<file path="src/hdl/sync_select_map.vh">
// Register offsets, field layouts, codes and reset values of the sync select bank.
`ifndef SYNC_SELECT_MAP_VH
`define SYNC_SELECT_MAP_VH

`define ADDR_W                 8
`define DATA_W                 16
`define ZERO16                 16'h0000

`define OFF_OUTPUT_GAIN_TRIG   8'h21
`define OFF_SYNC_PIN_TRIG      8'h22
`define OFF_TONE_GEN_TRIG      8'h23
`define OFF_CAP_ONE_TRIG       8'h24
`define OFF_CAP_TWO_TRIG       8'h25
`define OFF_S1_CANCELER_CNT    8'h30
`define OFF_S1_DETECT_THR      8'h31
`define OFF_S1_TARGET_THR      8'h32
`define OFF_S1_PULSE_DELAY     8'h33
`define OFF_S2_CANCELER_CNT    8'h38
`define OFF_TIMER_TRIG         8'h1c
`define OFF_ALLOC_TRIG         8'h1f
`define OFF_COEF_TRIG          8'h1e
`define OFF_SW_EVENT           8'h0a
`define OFF_OUT_SCALE0         8'h50
`define OFF_OUT_BIAS_LAST      8'h55
`define OFF_STATUS             8'h5f

`define SEL_W                  3
`define SEL_NEVER              3'h0
`define SEL_SW                 3'h1
`define SEL_TIMER              3'h2
`define SEL_SYNC_A             3'h3
`define SEL_SYNC_B             3'h4
`define SEL_ALWAYS             3'h5

`define SW_BIT_COEF            5
`define SW_BIT_ALLOC           6
`define SW_BIT_TONE            10
`define TIMER_REPEAT_BIT       15
`define COUNT_W                4
`define DELAY_W                8
`define COUNT_MAX              4'h8

`endif

</file>
<file path="src/hdl/sync_select_bank.v">
// Trigger source selection and peak cancel stage configuration registers.
`timescale 1ns/1ps
`include "sync_select_map.vh"

// Function
// - Three-bit select codes: never, software, timer, pin A, pin B, always; 6,7 invalid.
// - All six output scale and bias values move to datapath together on trigger.
// - With select always, any output scale or bias write takes effect immediately.
// - Sync output pin follows event chosen by the sync pin select.
// - Tone generator starts only on its selected trigger event.
// - Software write of bit 10 triggers only the tone generator.
// - Capture RAM one enables on its selected trigger event.
// - Capture RAM two enables on its own selected trigger event.
// - Both capture RAMs may start together on one event.
// - Canceler counts are four bits, 0 to 8; upper bits reserved. The bank stores and applies 9 to 15 unchanged.
// - Written canceler counts apply only on allocation trigger.
// - Detect threshold is a 16-bit squared magnitude above which peaks are cut.
// - Target threshold holds the full 16-bit squared level for cut peaks.
// - A peak is cut only if a canceler is free.
// - Pulse delay is eight bits, valid 5 to 255; upper bits reserved.
// - Pulse delay reaches delay block only on coefficient trigger.
// - All registers clear to zero at reset, except the timer state, which resets to idle (3'b001).
// - Bit 6 triggers only allocation, bit 5 only coefficient transfer.
// - Timer fires once, or repeatedly when its repeat bit is set.
module sync_select_bank #(
  parameter TIMER_PERIOD = 16'h0400
) (
  // Clock and reset
  input  wire                 i_clk,
  input  wire                 i_rst,
  // Register port
  input  wire [`ADDR_W-1:0]   i_addr,
  input  wire [`DATA_W-1:0]   i_wdata,
  input  wire                 i_wr,
  input  wire                 i_rd,
  output reg  [`DATA_W-1:0]   o_rdata,
  // Sync pins
  input  wire                 i_sync_a,
  input  wire                 i_sync_b,
  output reg                  o_sync_out,
  // Triggered functions and direct threshold outputs
  output reg                  o_out_load,
  output reg  [`DATA_W*6-1:0] o_out_values,
  output reg                  o_tone_start,
  output reg                  o_tone_running,
  output reg                  o_cap_one_start,
  output reg                  o_cap_one_enabled,
  output reg                  o_cap_two_start,
  output reg                  o_cap_two_enabled,
  output reg                  o_alloc_load,
  output reg  [`COUNT_W-1:0]  o_s1_count,
  output reg  [`COUNT_W-1:0]  o_s2_count,
  output reg                  o_coef_load,
  output reg  [`DELAY_W-1:0]  o_s1_delay,
  output wire [`DATA_W-1:0]   o_s1_detect_thr,
  output wire [`DATA_W-1:0]   o_s1_target_thr,
  // Peak cut decision
  input  wire                 i_peak_valid,
  input  wire [`DATA_W-1:0]   i_peak_mag_sq,
  input  wire                 i_canceler_free,
  output reg                  o_peak_cut
);

  localparam [2:0] TMR_IDLE = 3'b001;
  localparam [2:0] TMR_RUN  = 3'b010;
  localparam [2:0] TMR_DONE = 3'b100;

  reg [`DATA_W-1:0]  out_gain_sel_reg;
  reg [`DATA_W-1:0]  pin_sel_reg;
  reg [`DATA_W-1:0]  tone_sel_reg;
  reg [`DATA_W-1:0]  cap_one_sel_reg;
  reg [`DATA_W-1:0]  cap_two_sel_reg;
  reg [`DATA_W-1:0]  timer_sel_reg;
  reg [`DATA_W-1:0]  alloc_sel_reg;
  reg [`DATA_W-1:0]  coef_sel_reg;
  reg [`COUNT_W-1:0] s1_count_reg;
  reg [`COUNT_W-1:0] s2_count_reg;
  reg [`DATA_W-1:0]  s1_detect_reg;
  reg [`DATA_W-1:0]  s1_target_reg;
  reg [`DELAY_W-1:0] s1_delay_reg;
  reg [`DATA_W-1:0]  out_shadow_reg [0:5];
  reg [2:0]          sync_a_reg;
  reg [2:0]          sync_b_reg;
  reg                sw_tone_reg;
  reg                sw_alloc_reg;
  reg                sw_coef_reg;
  reg                out_write_reg;
  reg [2:0]          tmr_state_reg;
  reg [15:0]         tmr_count_reg;
  reg                tmr_event_reg;
  integer            k;

  // A pin event is one cycle: second and third stage agree on a new high.
  // Only the second and third stages decide, so a metastable first stage never
  // reaches the edge logic.
  wire a_event = sync_a_reg[1] & sync_a_reg[2];
  wire b_event = sync_b_reg[1] & sync_b_reg[2];
  reg  a_seen_reg;
  reg  b_seen_reg;
  wire a_pulse = a_event & ~a_seen_reg;
  wire b_pulse = b_event & ~b_seen_reg;

  // Shared select decode; an always source is a strobe on every cycle.
  function trig;
    input [`SEL_W-1:0] sel;
    input              sw;
    begin
      case (sel)
        `SEL_SW:     trig = sw;
        `SEL_TIMER:  trig = tmr_event_reg;
        `SEL_SYNC_A: trig = a_pulse;
        `SEL_SYNC_B: trig = b_pulse;
        `SEL_ALWAYS: trig = 1'b1;
        default:     trig = 1'b0;
      endcase
    end
  endfunction

  wire in_out_bank = (i_addr >= `OFF_OUT_SCALE0) && (i_addr <= `OFF_OUT_BIAS_LAST);
  // The shadow bank starts on an eight-word boundary, so the low offset bits index it.
  wire [`ADDR_W-1:0] out_off = i_addr - `OFF_OUT_SCALE0;
  wire [2:0] out_idx = out_off[2:0];

  wire out_trig   = (out_gain_sel_reg[`SEL_W-1:0] == `SEL_ALWAYS) ? out_write_reg :
                    trig(out_gain_sel_reg[`SEL_W-1:0], 1'b0);
  wire pin_trig   = trig(pin_sel_reg[`SEL_W-1:0], 1'b0);
  wire tone_trig  = trig(tone_sel_reg[`SEL_W-1:0], sw_tone_reg);
  wire one_trig   = trig(cap_one_sel_reg[`SEL_W-1:0], 1'b0);
  wire two_trig   = trig(cap_two_sel_reg[`SEL_W-1:0], 1'b0);
  wire alloc_trig = trig(alloc_sel_reg[`SEL_W-1:0], sw_alloc_reg);
  wire coef_trig  = trig(coef_sel_reg[`SEL_W-1:0], sw_coef_reg);
  wire tmr_start  = trig(timer_sel_reg[`SEL_W-1:0], 1'b0) &
                    (timer_sel_reg[`SEL_W-1:0] != `SEL_TIMER);

  // Pin synchronisers and edge memory.
  always @(posedge i_clk or posedge i_rst) begin
    if (i_rst) begin
      sync_a_reg <= 3'h0;
      sync_b_reg <= 3'h0;
      a_seen_reg <= 1'b0;
      b_seen_reg <= 1'b0;
    end else begin
      sync_a_reg <= {sync_a_reg[1:0], i_sync_a};
      sync_b_reg <= {sync_b_reg[1:0], i_sync_b};
      if (sync_a_reg[1] == sync_a_reg[2]) begin
        a_seen_reg <= sync_a_reg[2];
      end
      if (sync_b_reg[1] == sync_b_reg[2]) begin
        b_seen_reg <= sync_b_reg[2];
      end
    end
  end

  // Register writes and software event strobes.
  always @(posedge i_clk or posedge i_rst) begin
    if (i_rst) begin
      out_gain_sel_reg <= `ZERO16;
      pin_sel_reg      <= `ZERO16;
      tone_sel_reg     <= `ZERO16;
      cap_one_sel_reg  <= `ZERO16;
      cap_two_sel_reg  <= `ZERO16;
      timer_sel_reg    <= `ZERO16;
      alloc_sel_reg    <= `ZERO16;
      coef_sel_reg     <= `ZERO16;
      s1_count_reg     <= {`COUNT_W{1'b0}};
      s2_count_reg     <= {`COUNT_W{1'b0}};
      s1_detect_reg    <= `ZERO16;
      s1_target_reg    <= `ZERO16;
      s1_delay_reg     <= {`DELAY_W{1'b0}};
      sw_tone_reg      <= 1'b0;
      sw_alloc_reg     <= 1'b0;
      sw_coef_reg      <= 1'b0;
      out_write_reg    <= 1'b0;
      for (k = 0; k < 6; k = k + 1) begin
        out_shadow_reg[k] <= `ZERO16;
      end
    end else begin
      sw_tone_reg   <= i_wr && (i_addr == `OFF_SW_EVENT) && i_wdata[`SW_BIT_TONE];
      sw_alloc_reg  <= i_wr && (i_addr == `OFF_SW_EVENT) && i_wdata[`SW_BIT_ALLOC];
      sw_coef_reg   <= i_wr && (i_addr == `OFF_SW_EVENT) && i_wdata[`SW_BIT_COEF];
      out_write_reg <= i_wr && in_out_bank;
      if (i_wr) begin
        if (i_addr == `OFF_OUTPUT_GAIN_TRIG) begin
          out_gain_sel_reg <= {13'h0000, i_wdata[`SEL_W-1:0]};
        end else if (i_addr == `OFF_SYNC_PIN_TRIG) begin
          pin_sel_reg <= {13'h0000, i_wdata[`SEL_W-1:0]};
        end else if (i_addr == `OFF_TONE_GEN_TRIG) begin
          tone_sel_reg <= {13'h0000, i_wdata[`SEL_W-1:0]};
        end else if (i_addr == `OFF_CAP_ONE_TRIG) begin
          cap_one_sel_reg <= {13'h0000, i_wdata[`SEL_W-1:0]};
        end else if (i_addr == `OFF_CAP_TWO_TRIG) begin
          cap_two_sel_reg <= {13'h0000, i_wdata[`SEL_W-1:0]};
        end else if (i_addr == `OFF_TIMER_TRIG) begin
          timer_sel_reg <= {i_wdata[`TIMER_REPEAT_BIT], 12'h000, i_wdata[`SEL_W-1:0]};
        end else if (i_addr == `OFF_ALLOC_TRIG) begin
          alloc_sel_reg <= {13'h0000, i_wdata[`SEL_W-1:0]};
        end else if (i_addr == `OFF_COEF_TRIG) begin
          coef_sel_reg <= {13'h0000, i_wdata[`SEL_W-1:0]};
        end else if (i_addr == `OFF_S1_CANCELER_CNT) begin
          s1_count_reg <= i_wdata[`COUNT_W-1:0];
        end else if (i_addr == `OFF_S2_CANCELER_CNT) begin
          s2_count_reg <= i_wdata[`COUNT_W-1:0];
        end else if (i_addr == `OFF_S1_DETECT_THR) begin
          s1_detect_reg <= i_wdata;
        end else if (i_addr == `OFF_S1_TARGET_THR) begin
          s1_target_reg <= i_wdata;
        end else if (i_addr == `OFF_S1_PULSE_DELAY) begin
          s1_delay_reg <= i_wdata[`DELAY_W-1:0];
        end else if (in_out_bank) begin
          out_shadow_reg[out_idx] <= i_wdata;
        end
      end
    end
  end

  // Timer: started by its own select, runs once or repeats.
  // A one-shot timer parks in its done state until software rewrites its select,
  // so a stray pin edge cannot fire it a second time.
  always @(posedge i_clk or posedge i_rst) begin
    if (i_rst) begin
      tmr_state_reg <= TMR_IDLE;
      tmr_count_reg <= 16'h0000;
      tmr_event_reg <= 1'b0;
    end else begin
      tmr_event_reg <= 1'b0;
      case (tmr_state_reg)
        TMR_IDLE: begin
          if (tmr_start) begin
            tmr_count_reg <= TIMER_PERIOD;
            tmr_state_reg <= TMR_RUN;
          end
        end
        TMR_RUN: begin
          if (tmr_count_reg <= 16'h0001) begin
            tmr_event_reg <= 1'b1;
            if (timer_sel_reg[`TIMER_REPEAT_BIT]) begin
              tmr_count_reg <= TIMER_PERIOD;
            end else begin
              tmr_state_reg <= TMR_DONE;
            end
          end else begin
            tmr_count_reg <= tmr_count_reg - 16'h0001;
          end
        end
        TMR_DONE: begin
          if (i_wr && (i_addr == `OFF_TIMER_TRIG)) begin
            tmr_state_reg <= TMR_IDLE;
          end
        end
        default: tmr_state_reg <= TMR_IDLE;
      endcase
    end
  end

  assign o_s1_detect_thr = s1_detect_reg;
  assign o_s1_target_thr = s1_target_reg;

  // Applied values and one-cycle strobes.
  always @(posedge i_clk or posedge i_rst) begin
    if (i_rst) begin
      o_sync_out        <= 1'b0;
      o_out_load        <= 1'b0;
      o_out_values      <= {`DATA_W*6{1'b0}};
      o_tone_start      <= 1'b0;
      o_tone_running    <= 1'b0;
      o_cap_one_start   <= 1'b0;
      o_cap_one_enabled <= 1'b0;
      o_cap_two_start   <= 1'b0;
      o_cap_two_enabled <= 1'b0;
      o_alloc_load      <= 1'b0;
      o_s1_count        <= {`COUNT_W{1'b0}};
      o_s2_count        <= {`COUNT_W{1'b0}};
      o_coef_load       <= 1'b0;
      o_s1_delay        <= {`DELAY_W{1'b0}};
      o_peak_cut        <= 1'b0;
    end else begin
      o_sync_out      <= pin_trig;
      o_out_load      <= out_trig;
      o_tone_start    <= tone_trig;
      o_cap_one_start <= one_trig;
      o_cap_two_start <= two_trig;
      o_alloc_load    <= alloc_trig;
      o_coef_load     <= coef_trig;
      if (out_trig) begin
        o_out_values <= {out_shadow_reg[5], out_shadow_reg[4], out_shadow_reg[3],
                         out_shadow_reg[2], out_shadow_reg[1], out_shadow_reg[0]};
      end
      if (tone_trig) begin
        o_tone_running <= 1'b1;
      end
      if (one_trig) begin
        o_cap_one_enabled <= 1'b1;
      end
      if (two_trig) begin
        o_cap_two_enabled <= 1'b1;
      end
      if (alloc_trig) begin
        o_s1_count <= s1_count_reg;
        o_s2_count <= s2_count_reg;
      end
      if (coef_trig) begin
        o_s1_delay <= s1_delay_reg;
      end
      // Cut only over the threshold and only while a canceler is free.
      o_peak_cut <= i_peak_valid && (i_peak_mag_sq > s1_detect_reg) &&
                    i_canceler_free && (o_s1_count != {`COUNT_W{1'b0}});
    end
  end

  // Read data, one cycle after the strobe; unmapped reads give zero.
  always @(posedge i_clk or posedge i_rst) begin
    if (i_rst) begin
      o_rdata <= `ZERO16;
    end else if (!i_rd) begin
      o_rdata <= `ZERO16;
    end else if (i_addr == `OFF_OUTPUT_GAIN_TRIG) begin
      o_rdata <= out_gain_sel_reg;
    end else if (i_addr == `OFF_SYNC_PIN_TRIG) begin
      o_rdata <= pin_sel_reg;
    end else if (i_addr == `OFF_TONE_GEN_TRIG) begin
      o_rdata <= tone_sel_reg;
    end else if (i_addr == `OFF_CAP_ONE_TRIG) begin
      o_rdata <= cap_one_sel_reg;
    end else if (i_addr == `OFF_CAP_TWO_TRIG) begin
      o_rdata <= cap_two_sel_reg;
    end else if (i_addr == `OFF_TIMER_TRIG) begin
      o_rdata <= timer_sel_reg;
    end else if (i_addr == `OFF_ALLOC_TRIG) begin
      o_rdata <= alloc_sel_reg;
    end else if (i_addr == `OFF_COEF_TRIG) begin
      o_rdata <= coef_sel_reg;
    end else if (i_addr == `OFF_S1_CANCELER_CNT) begin
      o_rdata <= {12'h000, s1_count_reg};
    end else if (i_addr == `OFF_S2_CANCELER_CNT) begin
      o_rdata <= {12'h000, s2_count_reg};
    end else if (i_addr == `OFF_S1_DETECT_THR) begin
      o_rdata <= s1_detect_reg;
    end else if (i_addr == `OFF_S1_TARGET_THR) begin
      o_rdata <= s1_target_reg;
    end else if (i_addr == `OFF_S1_PULSE_DELAY) begin
      o_rdata <= {8'h00, s1_delay_reg};
    end else if (in_out_bank) begin
      o_rdata <= out_shadow_reg[out_idx];
    end else if (i_addr == `OFF_STATUS) begin
      o_rdata <= {9'h000, tmr_state_reg, o_cap_two_enabled, o_cap_one_enabled,
                  o_tone_running, o_peak_cut};
    end else begin
      o_rdata <= `ZERO16;
    end
  end

endmodule // sync_select_bank

</file>
<file path="config.mk">
export PLATFORM = sky130hd
export DESIGN_NAME = sync_select_bank
export DESIGN_NICKNAME = d
export VERILOG_FILES = /design/src/hdl/sync_select_bank.v
export VERILOG_INCLUDE_DIRS = /design/src /design/src/hdl
export SDC_FILE = /design/constraint.sdc
export NUM_CORES = 1
export LEC_CHECK = 0
export BUFFER_PORTS_ARGS = -buffer_cell sky130_fd_sc_hd__buf_2
export CAP_MARGIN = 20
export CORE_MARGIN = 2
export CORE_UTILIZATION = 58
export DETAILED_ROUTE_END_ITERATION = 8
export MAX_ROUTING_LAYER = met4
export PLACE_DENSITY = 0.93
export SYNTH_ARGS = -nofsm -noshare
export SYNTH_HDL_FRONTEND = slang
export SYNTH_SLANG_ARGS = --single-unit
</file>
<file path="constraint.sdc">
create_clock -name i_clk -period 14.2 [get_ports i_clk]
set_input_delay 3.55 -clock i_clk [delete_from_list [all_inputs] [get_ports i_clk]]
set_output_delay 3.55 -clock i_clk [all_outputs]
set_load 0.02 [all_outputs]
</file>
# == After elaboration in Yosys (flattened, before gate mapping) ==
# Index checks and enable logic that the tools add are counted.
# classes
addsub,2
n_lt_le_gt_ge,6
n_eq_ne,61
n_mux,42
bitwise,21
reduce_logical,29
# op_table
cell,n
16-bit two-way mux,21
96-bit bitwise mux,1
"8-bit by 6-bit == test with 1-bit output, second input constant",10
"3-bit by 2-bit == test with 1-bit output, second input constant",17
"3-bit == test, second input constant",17
16-bit binary-select mux with 3-bit select,1
16-bit demux with 3-bit select,1
16-bit one-hot mux with 2 select lines,1
"8-bit by 5-bit == test with 1-bit output, second input constant",3
16-bit greater-than comparator,1
"16-bit by 1-bit less-or-equal comparator with 1-bit output, second input constant",1
1-bit one-hot mux with 4 select lines,4
"16-bit by 1-bit subtractor with 16-bit output, second input constant",1
1-bit inverter,15
1-bit one-hot mux with 5 select lines,3
15-bit AND reduction,1
14-bit AND reduction,1
13-bit AND reduction,1
"3-bit by 1-bit == test with 1-bit output, second input constant",4
3-bit two-way mux,4
12-bit AND reduction,1
1-bit logical AND,11
11-bit AND reduction,1
10-bit AND reduction,1
other kinds (27),39
# word_totals
ff_bits,340
input_bits,48
output_inout_bits,171
elab_cells,207

# == Logic depth before layout (Yosys ltp) ==
# logic_depth
ltp_word,20
ltp_mapped,11
mapped_depth_nobuf,8

# == Least setup slack after synthesis ==
# No wires, ideal clock.
# synth_timing
path_type,input to register
from,input i_addr[0]
to,register out_shadow_reg[84] (netlist bit)
setup_time_ps,125
arrival_time_ps,5454
t_required_ps,14075
setup_slack_ps,8621
stages,10
n_path_buf,4
cell_sequence,buf_2 nor2b_1 buf_2 nand4_1 and2_1 clkbuf_1 nand3_1 nor3_2 buf_4 mux2_2
# synth_between
elab_chain_cells,7
word_cells_on_any_way,38
classes_between,add/sub: 1; order compare: 4; eq/ne: 13; mux: 3; bitwise: 14; reduce/logical: 3
# synth_rtl
element,line,text
from (decl),sync_select_bank.v:32,"input wire [`ADDR_W-1:0] i_addr,"
3-bit by 1-bit subtractor with 3-bit output (no source line),-,
3-bit inverter with 4-bit output (not written as such),sync_select_bank.v:210,out_shadow_reg[out_idx] <= i_wdata;
4-bit greater-or-equal comparator (not written as such) or 4-bit by 1-bit < comparator with 1-bit output (tied branches),sync_select_bank.v:210,
1-bit logical AND (not written as such),sync_select_bank.v:210,
16-bit two-way mux (not written as such),sync_select_bank.v:210,
16-bit demux with 3-bit select,sync_select_bank.v:210,
96-bit bitwise mux,sync_select_bank.v:210,
"to (signal, indexed assignment)",sync_select_bank.v:175,out_shadow_reg[k] <= `ZERO16;
"to (signal, indexed assignment)",sync_select_bank.v:210,
to (decl),sync_select_bank.v:81,reg [`DATA_W-1:0] out_shadow_reg [0:5];
# Several ways; a longest one is shown, not always the timed one.
# A chain may end at the register's enable or synchronous reset.

# == Worst setup path after layout ==
# layout_timing
from,input i_addr[0]
to,"register s1_detect_reg[13], in the netlist o_s1_detect_thr[13]"
# layout_between
elab_chain_cells,3
word_cells_on_any_way,22
classes_between,eq/ne: 11; bitwise: 10; reduce/logical: 1
# layout_rtl
element,line,text
8-bit by 6-bit == test with 1-bit output (no source line) or 8-bit by 5-bit == test with 1-bit output (tied branches),-,
1-bit inverter (no source line),-,
12-bit AND reduction (no source line) (*),-,
to (signal assigned),sync_select_bank.v:167,s1_detect_reg <= `ZERO16;
to (signal assigned),sync_select_bank.v:204,s1_detect_reg <= i_wdata;
to (decl),sync_select_bank.v:78,reg [`DATA_W-1:0] s1_detect_reg;
# Mark *: on every way between the ends. The rest lies on a longest branch, timed or not.

==> impl_results.html <==
<table>
<tr><th>Metric</th><th>Value</th></tr>
<tr><th colspan="2">GRT</th></tr>
<tr><td>Pin count of the biggest net entering global routing</td><td>106</td></tr>
<tr><td>Overflow left after global routing</td><td>0</td></tr>
<tr><td>Via count of the first global-routing pass</td><td>11600</td></tr>
<tr><td>Antenna violations before repair</td><td>2</td></tr>
<tr><td>Global-route met3 utilization</td><td>0.0730</td></tr>
<tr><td>First-pass GRT wire length</td><td>69.2 mm</td></tr>
<tr><td>Met2 global-route usage</td><td>0.524</td></tr>
<tr><td>Gr busiest metal</td><td>met2</td></tr>
<tr><td>Met1 track utilization from global routing</td><td>0.430</td></tr>
<tr><td>Tot GR Track Use</td><td>0.333</td></tr>
<tr><th colspan="2">Route</th></tr>
<tr><td>First-pass detailed-route iteration total</td><td>8</td></tr>
<tr><td>Final wirelength</td><td>45.0 mm</td></tr>
<tr><td>DR DRC count</td><td>0</td></tr>
<tr><td>Routed length per instance</td><td>25.7 µm</td></tr>
<tr><td>Vias per cell</td><td>6.46</td></tr>
<tr><td>Detailed-route via count</td><td>11300</td></tr>
<tr><td>Count of nets left with antenna violations after detail routing</td><td>0</td></tr>
<tr><td>Iter 0 DRT Violations</td><td>1378</td></tr>
<tr><th colspan="2">Critical path</th></tr>
<tr><td>Critical path origin</td><td>i_addr[0]</td></tr>
<tr><td>Critical Path End Type</td><td>flip-flop</td></tr>
<tr><td>Critical path required time</td><td>14.60 ns</td></tr>
<tr><td>Crit Path Category</td><td>input pin to flip-flop</td></tr>
<tr><td>Largest driver fanout on the critical path</td><td>34</td></tr>
<tr><td>Cells on worst reg2reg path</td><td>7</td></tr>
<tr><td>RR Startpoint</td><td>sync_a_reg[1]</td></tr>
<tr><td>Kind of start point of the critical path</td><td>input pin</td></tr>
<tr><td>Data arrival time at the worst-slack endpoint</td><td>7.17 ns</td></tr>
<tr><th colspan="2">Hold path</th></tr>
<tr><td>Cell count of the worst hold path</td><td>0</td></tr>
<tr><td>Hold path start</td><td>sync_a_reg[0]</td></tr>
<tr><td>Class of the worst hold path</td><td>flip-flop to flip-flop</td></tr>
<tr><th colspan="2">Timing</th></tr>
<tr><td>Worst clock skew</td><td>0.0277 ns</td></tr>
<tr><td>Setup total negative slack</td><td>0 ns</td></tr>
<tr><td>Time the worst path needs with I/O delays and setup</td><td>6.77 ns</td></tr>
<tr><td>Final worst path period share</td><td>0.477</td></tr>
<tr><td>Setup repair after global routing missed its margin</td><td>no</td></tr>
<tr><td>Timing-limited maximum frequency</td><td>148 MHz</td></tr>
<tr><td>Worst hold slack after final layout</td><td>0.355 ns</td></tr>
<tr><td>Final setup viols</td><td>0</td></tr>
<tr><td>Slew margin rel.</td><td>0.196</td></tr>
<tr><td>Final hold violation count</td><td>0</td></tr>
<tr><td>Number of pins with negative max-slew slack in the final report</td><td>0</td></tr>
<tr><td>Actual slew at the worst max-slew pin</td><td>1.20 ns</td></tr>
<tr><th colspan="2">Clock network</th></tr>
<tr><td>Clock tree from TritonCTS</td><td>done</td></tr>
<tr><td>Clock edge transition at the registers on the reported setup and hold paths</td><td>0.06 ns</td></tr>
<tr><td>Num Clock Sinks</td><td>340</td></tr>
<tr><td>Root cell of the clock tree</td><td>sky130_fd_sc_hd__clkbuf_16</td></tr>
<tr><td>Number of buffers on the longest clock path</td><td>3</td></tr>
<tr><td>Number of CTS-inserted buffers</td><td>36</td></tr>
<tr><td>CTS-repair resized insts</td><td>0</td></tr>
<tr><td>H-Tree Depth</td><td>2</td></tr>
<tr><td>Hold Buf Count CTS</td><td>0</td></tr>
<tr><td>Clock insertion delay at the later pin of the skew report</td><td>0.54 ns</td></tr>
<tr><td>Post-CTS Setup Repair Bufs</td><td>0</td></tr>
<tr><th colspan="2">Floorplan</th></tr>
<tr><td>Width of the die</td><td>167 µm</td></tr>
<tr><td>Ports</td><td>219</td></tr>
<tr><td>Standard-cell rows</td><td>59</td></tr>
<tr><td>DIE HEIGHT</td><td>167 µm</td></tr>
<tr><td>Placeable Area</td><td>0.0260 mm²</td></tr>
<tr><td>Die Area</td><td>0.0278 mm²</td></tr>
<tr><td>Starting Density</td><td>0.590</td></tr>
<tr><th colspan="2">Logic synthesis</th></tr>
<tr><td>Per-instance average area after synthesis</td><td>12.9 µm²</td></tr>
<tr><td>Number of synthesized flops with an enable pin</td><td>0</td></tr>
<tr><td>Post-synthesis instance area</td><td>0.0153 mm²</td></tr>
<tr><td>Most frequently used cell type in the post-synthesis netlist</td><td>sky130_fd_sc_hd__dfrtp_1</td></tr>
<tr><td>Mapped Nets</td><td>1254</td></tr>
<tr><td>Proportion of synthesized chip area in sequential cells</td><td>0.555</td></tr>
<tr><td>Synth top area share</td><td>0.553</td></tr>
<tr><td>Synthesized flop and latch total</td><td>340</td></tr>
<tr><td>Library cell occupying the most area in the post-synthesis netlist</td><td>sky130_fd_sc_hd__dfrtp_1</td></tr>
<tr><td>Warnings from Yosys</td><td>0</td></tr>
<tr><td>Most used flip-flop cell after synthesis</td><td>sky130_fd_sc_hd__dfrtp_1</td></tr>
<tr><td>Cell count after synthesis</td><td>1186</td></tr>
<tr><td>Most common library cells after synthesis</td><td>339 x sky130_fd_sc_hd__dfrtp_1, 285 x sky130_fd_sc_hd__mux2_2, 49 x sky130_fd_sc_hd__nor2_1, 45 x sky130_fd_sc_hd__inv_1, 43 x sky130_fd_sc_hd__o21ai_0</td></tr>
<tr><td>Cell types with the largest area share after synthesis</td><td>sky130_fd_sc_hd__dfrtp_1 55%, sky130_fd_sc_hd__mux2_2 21%, sky130_fd_sc_hd__mux4_2 1.9%, sky130_fd_sc_hd__ha_1 1.6%, sky130_fd_sc_hd__o21ai_0 1.4%</td></tr>
<tr><td>Fraction of synthesis flops using an asynchronous set or reset pin</td><td>1.00</td></tr>
<tr><td>Distinct cells, synth</td><td>77</td></tr>
<tr><th colspan="2">Flow run</th></tr>
<tr><td>Max-Cap Viols</td><td>0</td></tr>
<tr><th colspan="2">Pwr</th></tr>
<tr><td>Power density cells</td><td>124 mW/mm²</td></tr>
<tr><td>Tot Pwr</td><td>2.22 mW</td></tr>
<tr><td>Peak ir drop on the vdd network</td><td>0.000120 V</td></tr>
<tr><td>Leakage dissipation</td><td>9.18 nW</td></tr>
<tr><th colspan="2">Place</th></tr>
<tr><td>Quantity of I/O buffers inserted on ports</td><td>218</td></tr>
<tr><td>Placer's final routability congestion estimate</td><td>0.954</td></tr>
<tr><td>Post-detail-place hpwl</td><td>29.8 mm</td></tr>
<tr><th colspan="2">Cells and area</th></tr>
<tr><td>Synth-to-layout area growth</td><td>17.0%</td></tr>
<tr><td># nets final</td><td>1461</td></tr>
<tr><td>Share of post-route cells with drive strength above 1</td><td>0.437</td></tr>
<tr><td>Final standard cell utilization of the core</td><td>0.690</td></tr>
<tr><th colspan="2">Outcome</th></tr>
<tr><td>Status</td><td>completed</td></tr>
</table>
==> power breakdown <==
part           internal, mW  switching (mW)  total (mW)
registers              1.01          0.0426        1.05
clock network         0.563           0.397       0.961
logic                0.0798           0.127       0.207
total                  1.65           0.567        2.22
==> final timing paths <==
kind / endpoint / slack [ns]
worst max-delay path: o_s1_detect_thr[13] / 7.43
worst min-delay path: sync_a_reg[1] / 0.35
worst max register to register: tmr_count_reg[15] / 11.07
worst min register to register: sync_a_reg[1] / 0.35
max in group asynchronous: o_rdata[2] / 9.68
min in group asynchronous: o_out_values[94] / 3.16
==> cell families (layout without fill, tap and decap cells) <==
logic type | after synthesis | after routing | synth area share
and+or+nand+nor | 212 | 212 | 0.0753
other | 0 | 2 | 0
muxes | 317 | 317 | 0.241
AOI/OAI and AO/OA | 182 | 182 | 0.0797
buffers and inverters | 109 | 341 | 0.0295
xor gates and xnor gates | 6 | 6 | 0.00343
DFF | 340 | 340 | 0.555
adders and majority gates | 20 | 20 | 0.0163
==> final cells by class <==
cell class	instances	area [µm²]
Antenna cell	2	5.00
Tap cell	335	419
Multi-Input combinational cell	737	6390
Clock buffer	49	1020
Sequential cell	340	8510
Clock inverter	14	189
Timing Repair Buffer	232	1230
Inverter	46	180
Fill cell	1705	8050
==> metal layers <==
layer / vias up / wire length, µm
li1: 4730 / -
met1: 5801 / 17600
met2: 687 / 21900
met3: 113 / 3990
met4: 0 / 1550
met5: - / 0
==> critical path: stages <==
cell and delay [ns]:
sky130_fd_sc_hd__buf_2 0.08, sky130_fd_sc_hd__buf_4 0.47, sky130_fd_sc_hd__nor2b_1 0.59, sky130_fd_sc_hd__nand2_1 0.19
sky130_fd_sc_hd__nor2_1 0.95, sky130_fd_sc_hd__nand2_1 0.79, sky130_fd_sc_hd__mux2_2 0.49
==> through the flow <==
step | std cells | instance area (µm²) | setup slack, ns
2_1_floorplan | 1186 | 15300 | 1.23
3_3_place_gp | 1687 | 16700 | 7.47
3_5_place_dp | 1687 | 16700 | 7.25
4_1_cts | 1750 | 17900 | 7.74
5_1_grt | 1755 | 17900 | 7.42
6_report | 1755 | 17900 | 7.43
==> layout by cell type, fill, tap and decap left out, types with 25 or more instances in the layout <==
| cell type | count |
|---|---|
| sky130_fd_sc_hd__dfrtp_1 | 339 |
| sky130_fd_sc_hd__mux2_2 | 285 |
| sky130_fd_sc_hd__buf_2 | 218 |
| sky130_fd_sc_hd__nor2_1 | 49 |
| sky130_fd_sc_hd__inv_1 | 44 |
| sky130_fd_sc_hd__o21ai_0 | 43 |
| sky130_fd_sc_hd__a21oi_1 | 37 |
| sky130_fd_sc_hd__clkbuf_16 | 36 |
| sky130_fd_sc_hd__nand2_1 | 33 |
| sky130_fd_sc_hd__nand3_1 | 25 |
(Power assumes the default switching activity.)
